`src/include/usb_sts_pkg.sv`:
```
// Constants for the host controller status register block.
// Assumes byte addressing of the operational register window.
package usb_sts_pkg;
  localparam int ADDR_W = 8;
  localparam logic [7:0] STS_OFFSET = 8'h24;
  // Field positions
  localparam int ASYNC_STATE_POS = 15;
  localparam int PERIODIC_STATE_POS = 14;
  localparam int RECLAIM_POS = 13;
  localparam int HALTED_POS = 12;
  localparam int ADVANCE_POS = 5;
  localparam int SYS_ERR_POS = 4;
  localparam int ROLLOVER_POS = 3;
  localparam int PORT_CHG_POS = 2;
  localparam int TXN_ERR_POS = 1;
  localparam int TXN_DONE_POS = 0;
  localparam int FLAG_COUNT = 6;
  // Reset values
  localparam logic HALTED_RESET = 1'b1;
  localparam logic FLAG_RESET = 1'b0;
  localparam logic STATE_RESET = 1'b0;
  // Frame list size selections and the index bit that wraps for each
  localparam logic [1:0] FLS_1024 = 2'h0;
  localparam logic [1:0] FLS_512 = 2'h1;
  localparam logic [1:0] FLS_256 = 2'h2;
  localparam int WRAP_BIT_1024 = 13;
  localparam int WRAP_BIT_512 = 12;
  localparam int WRAP_BIT_256 = 11;
  localparam int FRAME_INDEX_W = 14;
endpackage

```
`src/rtl/sticky_flag.sv`:
```
// One write-one-to-clear status flag.
// Assumes set and clear are single-cycle strobes in the clk domain.
`timescale 1ns/10ps
module sticky_flag
(
  input wire logic clk,
  input wire logic reset_n,
  input wire logic setPulse,
  input wire logic clearPulse,
  output logic flag
);
  import usb_sts_pkg::*;

  typedef struct packed
  {
    logic flag;
  } flag_state_t;

  flag_state_t st_ff;
  flag_state_t nxt_st;

  always_comb
  begin
    nxt_st = st_ff;
    // Set wins so an event in the clearing cycle is not lost
    if (setPulse)
    begin
      nxt_st.flag = 1'b1;
    end
    else if (clearPulse)
    begin
      nxt_st.flag = 1'b0;
    end
  end

  always_ff @(posedge clk or negedge reset_n)
  begin
    if (!reset_n)
    begin
      st_ff <= '{flag: FLAG_RESET};
    end
    else
    begin
      st_ff <= nxt_st;
    end
  end

  assign flag = st_ff.flag;
endmodule

```
`src/rtl/usb_host_status_register.sv`:
```
// Status register of a high-speed USB host controller.
// Assumes the command register, frame index counter, scheduler and
// port registers sit outside and present their state on plain ports.
`timescale 1ns/10ps
module usb_host_status_register
#(
  parameter int PORTS = 4
)
(
  input wire logic clk,
  input wire logic reset_n,
  input wire logic [usb_sts_pkg::ADDR_W-1:0] regAddr,
  input wire logic regWr,
  input wire logic regRd,
  input wire logic [31:0] regWdata,
  output logic [31:0] regRdata,
  input wire logic runStop,
  input wire logic pipelineIdle,
  input wire logic asyncSchedEnable,
  input wire logic periodicSchedEnable,
  input wire logic microframeTick,
  input wire logic emptyAsyncDetect,
  input wire logic doorbellWrite,
  input wire logic asyncAdvanced,
  input wire logic hostSysError,
  input wire logic [1:0] frameListSizeSel,
  input wire logic [usb_sts_pkg::FRAME_INDEX_W-1:0] frameIndex,
  input wire logic [PORTS-1:0] portChange,
  input wire logic [PORTS-1:0] companionOwned,
  input wire logic [PORTS-1:0] forceResume,
  input wire logic [PORTS-1:0] suspendedJk,
  input wire logic powerWake,
  input wire logic txnError,
  input wire logic txnRetire,
  input wire logic retireIoc,
  input wire logic shortPacket,
  output logic runStopClear,
  output logic advanceAck
);
  import usb_sts_pkg::*;

  // Refused while elaborating, so a bad width never reaches a netlist
  if (PORTS < 1 || PORTS > 15)
  begin : g_ports_check
    $error("PORTS out of range");
  end

  typedef struct packed
  {
    logic [31:0] rdata;
    logic asyncState;
    logic periodicState;
    logic reclaim;
    logic halted;
    logic doorbellArmed;
    logic prevWrapBit;
    logic [PORTS-1:0] prevChange;
    logic [PORTS-1:0] prevResume;
    logic runStopClear;
    logic advanceAck;
  } state_t;

  state_t st_ff;
  state_t nxt_st;
  logic [FLAG_COUNT-1:0] flagSet;
  logic [FLAG_COUNT-1:0] flagClr;
  logic [FLAG_COUNT-1:0] flags;
  logic stsHit;
  logic wrapBit;
  logic portEvent;
  logic [31:0] readValue;

  assign stsHit = (regAddr == STS_OFFSET);

  always_comb
  begin
    case (frameListSizeSel)
      FLS_1024: wrapBit = frameIndex[WRAP_BIT_1024];
      FLS_512: wrapBit = frameIndex[WRAP_BIT_512];
      FLS_256: wrapBit = frameIndex[WRAP_BIT_256];
      default: wrapBit = frameIndex[WRAP_BIT_1024];
    endcase
  end

  assign portEvent = |((portChange & ~st_ff.prevChange & ~companionOwned)
    | (forceResume & ~st_ff.prevResume & suspendedJk));

  always_comb
  begin
    flagSet = '0;
    flagSet[ADVANCE_POS] = st_ff.doorbellArmed & asyncAdvanced;
    flagSet[SYS_ERR_POS] = hostSysError;
    flagSet[ROLLOVER_POS] = wrapBit ^ st_ff.prevWrapBit;
    flagSet[PORT_CHG_POS] = portEvent | (powerWake & |portChange);
    flagSet[TXN_ERR_POS] = txnError;
    flagSet[TXN_DONE_POS] = (txnRetire & retireIoc) | (txnError & retireIoc)
      | shortPacket;
    // Only flag positions clear; other write bits are dropped
    flagClr = (regWr && stsHit) ? regWdata[FLAG_COUNT-1:0] : '0;
  end

  genvar gi;
  generate
    for (gi = 0; gi < FLAG_COUNT; gi++)
    begin : g_flag
      sticky_flag u_flag
      (
        .clk(clk),
        .reset_n(reset_n),
        .setPulse(flagSet[gi]),
        .clearPulse(flagClr[gi]),
        .flag(flags[gi])
      );
    end
  endgenerate

  always_comb
  begin
    readValue = '0;
    readValue[ASYNC_STATE_POS] = st_ff.asyncState;
    readValue[PERIODIC_STATE_POS] = st_ff.periodicState;
    readValue[RECLAIM_POS] = st_ff.reclaim;
    // Masked live so a running controller never reads halted
    readValue[HALTED_POS] = st_ff.halted & ~runStop;
    readValue[FLAG_COUNT-1:0] = flags;
  end

  always_comb
  begin
    nxt_st = st_ff;
    // Unmapped reads return zero; reads alter nothing
    nxt_st.rdata = (regRd && stsHit) ? readValue : 32'h0000_0000;
    // Schedule state follows enable only at a microframe boundary
    if (microframeTick)
    begin
      nxt_st.asyncState = asyncSchedEnable;
      nxt_st.periodicState = periodicSchedEnable;
    end
    nxt_st.reclaim = emptyAsyncDetect;
    if (runStop)
    begin
      nxt_st.halted = 1'b0;
    end
    else if (pipelineIdle)
    begin
      nxt_st.halted = 1'b1;
    end
    nxt_st.advanceAck = flagSet[ADVANCE_POS];
    if (doorbellWrite)
    begin
      nxt_st.doorbellArmed = 1'b1;
    end
    else if (flagSet[ADVANCE_POS])
    begin
      nxt_st.doorbellArmed = 1'b0;
    end
    nxt_st.prevWrapBit = wrapBit;
    nxt_st.prevChange = portChange;
    nxt_st.prevResume = forceResume;
    nxt_st.runStopClear = hostSysError;
  end

  always_ff @(posedge clk or negedge reset_n)
  begin
    if (!reset_n)
    begin
      st_ff <= '{rdata: 32'h0000_0000, asyncState: STATE_RESET,
        periodicState: STATE_RESET, reclaim: STATE_RESET,
        halted: HALTED_RESET, doorbellArmed: 1'b0, prevWrapBit: 1'b0,
        prevChange: '0, prevResume: '0, runStopClear: 1'b0,
        advanceAck: 1'b0};
    end
    else
    begin
      st_ff <= nxt_st;
    end
  end

  assign regRdata = st_ff.rdata;
  assign runStopClear = st_ff.runStopClear;
  assign advanceAck = st_ff.advanceAck;
endmodule

```
`config.mk`:
```
export PLATFORM = sky130hd
export DESIGN_NAME = usb_host_status_register
export DESIGN_NICKNAME = d
export VERILOG_FILES = /design/src/include/usb_sts_pkg.sv /design/src/rtl/sticky_flag.sv /design/src/rtl/usb_host_status_register.sv
export SDC_FILE = /design/constraint.sdc
export NUM_CORES = 1
export LEC_CHECK = 0
export ABC_CLOCK_PERIOD_IN_PS = 3200
export BUFFER_PORTS_ARGS = -buffer_cell sky130_fd_sc_hd__buf_2
export CAP_MARGIN = 10
export CELL_PAD_IN_SITES_DETAIL_PLACEMENT = 0
export CELL_PAD_IN_SITES_GLOBAL_PLACEMENT = 1
export CORE_UTILIZATION = 29
export DETAILED_ROUTE_END_ITERATION = 6
export PLACE_DENSITY = 0.83
export SLEW_MARGIN = 20
export SYNTH_ARGS = -nofsm -noshare
export SYNTH_HDL_FRONTEND = slang
export SYNTH_SLANG_ARGS = --single-unit
```
`constraint.sdc`:
```
create_clock -name clk -period 3.2 [get_ports clk]
set_clock_uncertainty 0.15 [all_clocks]
set_input_delay 0.48 -clock clk [delete_from_list [all_inputs] [get_ports clk]]
set_output_delay 0.48 -clock clk [all_outputs]
set_load 0.005 [all_outputs]
```
==> run summary <==
status -> finished clean
initial core utilization -> 0.306
Final Wtd Congestion -> 0.635
global-route wire length before repair -> 4.10 mm
Worst-path clk slew -> 0.06 ns
Chip Height -> 73.1 microns
min-delay worst type -> primary input to async pin
Max Cap Viol -> 0
Placed Cells -> 238
gr ovfl total -> 0
pwr dens -> 481 mW/mm^2
Crit Path Class -> primary input to register
Place WS -> 1.27 ns
P_int -> 0.688 mW
DP HPWL -> 2.07 mm
most common cell after layout, fill and taps aside -> buf_2
vias in the first global route -> 942
final-report max-slew violation count -> 0
Seq/Total Area, Yosys -> 0.547
core area -> 0.00479 sq mm
Layout Nets -> 270
via count -> 990
P&R area growth vs syn -> 23.5%
crit-path cells -> buf_2 > inv_1 > ha_1 > a221oi_1 > nor3_1 > a211o_1
Vias/cell -> 4.02
Final period util -> 0.507
drt wl/cell -> 10.6 microns
R2R cell count -> 3
commonest cells after routing, fill and taps aside -> 64 x buf_2, 31 x dfrtp_1, 22 x conb_1, 10 x and2_1, 8 x nand4_1
clk_lat worst skew -> 0.27 ns
post-synthesis instance total -> 119
Rel. slew slack -> 0.513
Sink Count -> 32
synth unique cells -> 24
Sw Pwr -> 0.183 mW
Worst Path Max Fanout -> 3
initial antenna violation count -> 0
Tot Pwr -> 0.871 mW
Hold Vio Cnt, Final -> 0
WL final -> 2.61 mm
yosys warns -> 0
worst slew pin tran -> 0.731 ns
Die ar. -> 0.00535 sq mm
switching portion of total power -> 0.210
Placement Rows -> 25
LEAKAGE -> 0.927 nW
critical path endpoint category -> register
part of the power in registers -> 0.485
CP max stage delay -> 0.37 ns
gr usage total -> 0.107
fin crit period -> 1.62 ns
antenna viol nets, final -> 0
Clock Path Buffers -> 2
Layout fillers -> 492
Layout Cells excl Fill -> 246
CP Data Arrival Time -> 1.63 ns
layout cells sized above 1 -> 0.447
H-tree depth -> 2
clk root buf -> clkbuf_8
Slowest-stage cell, CP -> a221oi_1
post_cts resized -> 0
Setup TNS Final -> 0 ns
die width -> 73.1 microns
highest clock rate -> 0.616 GHz
Setup violations, final -> 0
Post-CTS Setup Inserts -> 0
Max VDD drop -> 0.000265 V
PortBufs -> 64
synthesized area -> 0.00147 sq mm
Worst Path Required -> 3.21 ns
Synth Register Bits -> 32
final setup margin -> 1.58 ns
Clk network pwr share -> 0.425
RSZ-0062 raised after global routing -> no
CTS tree -> built
total CTS buffers -> 5
Hold Buf Count CTS -> 0
Initial DRC Count -> 10
final core utilization -> 0.379
diodes inserted -> 0
critical path launch point type -> primary input
number of remaining DRC errors -> 0
iteration count of the initial detailed-routing pass -> 4
pin count of the biggest net entering global routing -> 33
Avg Inst Size Synth -> 12.3 sq um
Ports -> 124
power share of the combinational group -> 0.090
registers in the layout, indices dropped and copies added (netlist names):
signal,count
advanceAck,1
st_ff,11
g_flag.u_flag.flag,6
regRdata,10
runStopClear,1
readValue,3
Yosys cell counts, drive strengths merged:
cell type / number / area [sq um]
mux2: 2 / 22.5
a221oi: 1 / 8.76
and3: 1 / 6.26
ha: 2 / 25.0
nor2: 3 / 11.3
nand4: 8 / 50.1
dfstp: 1 / 26.3
and2: 10 / 62.6
a211o: 2 / 17.5
o21a: 2 / 15.0
nor3: 1 / 5.00
conb: 1 / 3.75
or3b: 4 / 35.0
inv: 3 / 11.3
nor2b: 1 / 6.26
a21o: 4 / 30.0
dfrtp: 31 / 776
buf: 33 / 245
nor4b: 2 / 47.6
nand3b: 4 / 30.0
and3b: 1 / 8.76
a2111o: 1 / 11.3
o41a: 1 / 11.3
through the flow:
| step | instance area (sq um) | hold WS [ns] |
|---|---|---|
| global placement | 1700 | 0.290 |
| finish | 1810 | 0.112 |
| floorplan | 1550 | 0.0344 |
| detailed placement | 1700 | 0.287 |
| global route | 1810 | 0.148 |
| CTS | 1810 | 0.131 |
power groups by stage:
| stage | sequential [mW] | clock [mW] | combinational, mW |
|---|---|---|---|
| 2_1_floorplan | 0.429 | 0 | 0.0481 |
| 3_3_place_gp | 0.430 | 0 | 0.0766 |
| 3_5_place_dp | 0.430 | 0 | 0.0794 |
| 4_1_cts | 0.423 | 0.387 | 0.0796 |
| 5_1_grt | 0.424 | 0.401 | 0.0891 |
| 6_report | 0.422 | 0.371 | 0.0783 |
cells by family (layout without fill, tap and decap cells):
kind of cell | after synthesis | count (layout) | share of synthesized area
buf+inv | 36 | 75 | 0.175
simple gates | 35 | 35 | 0.179
flops | 32 | 32 | 0.547
compound gates | 11 | 11 | 0.0640
fa+ha+maj | 2 | 2 | 0.0171
mux | 2 | 2 | 0.0154
other cells | 1 | 22 | 0.00256
final cells by class:
class                   instances  area [sq um]  area share
clock buffers                   6          72.6      0.0401
clock inverters                 2          35.0      0.0193
inverters                       3          11.3     0.00622
flip-flops and latches         32           802       0.443
multi-input cells              72           487       0.269
well taps                      67          83.8      0.0463
repair buffers                 64           320       0.177
worst max-delay path: cells and delay by family:
family / cells / cell delay, ns
AO/OA/AOI/OAI: 2 / 0.64
adder cells (fa/ha/maj): 1 / 0.31
buffers and inverters: 2 / 0.13
AND/OR/NAND/NOR: 1 / 0.08
final timing paths:
check                                    start               endpoint  slack [ns]
setup / recovery           frameListSizeSel[0]  g_flag[3].u_flag.flag        1.58
hold / removal                         reset_n               st_ff[3]        0.11
setup reg to reg                      st_ff[9]  g_flag[2].u_flag.flag        1.96
hold reg to reg                  readValue[13]           regRdata[13]        0.30
max in group asynchronous              reset_n            regRdata[0]        2.32
min in group clk              emptyAsyncDetect          readValue[13]        0.17
routing by layer:
metal	wire (microns)	GRT usage	vias up
li1	-	-	474
met1	1070	0.121	454
met2	1320	0.183	58
met3	197	0.0345	4
met4	21	0.0458	0
met5	0	0	-
Note: power is estimated with default switching activity, not from simulation.
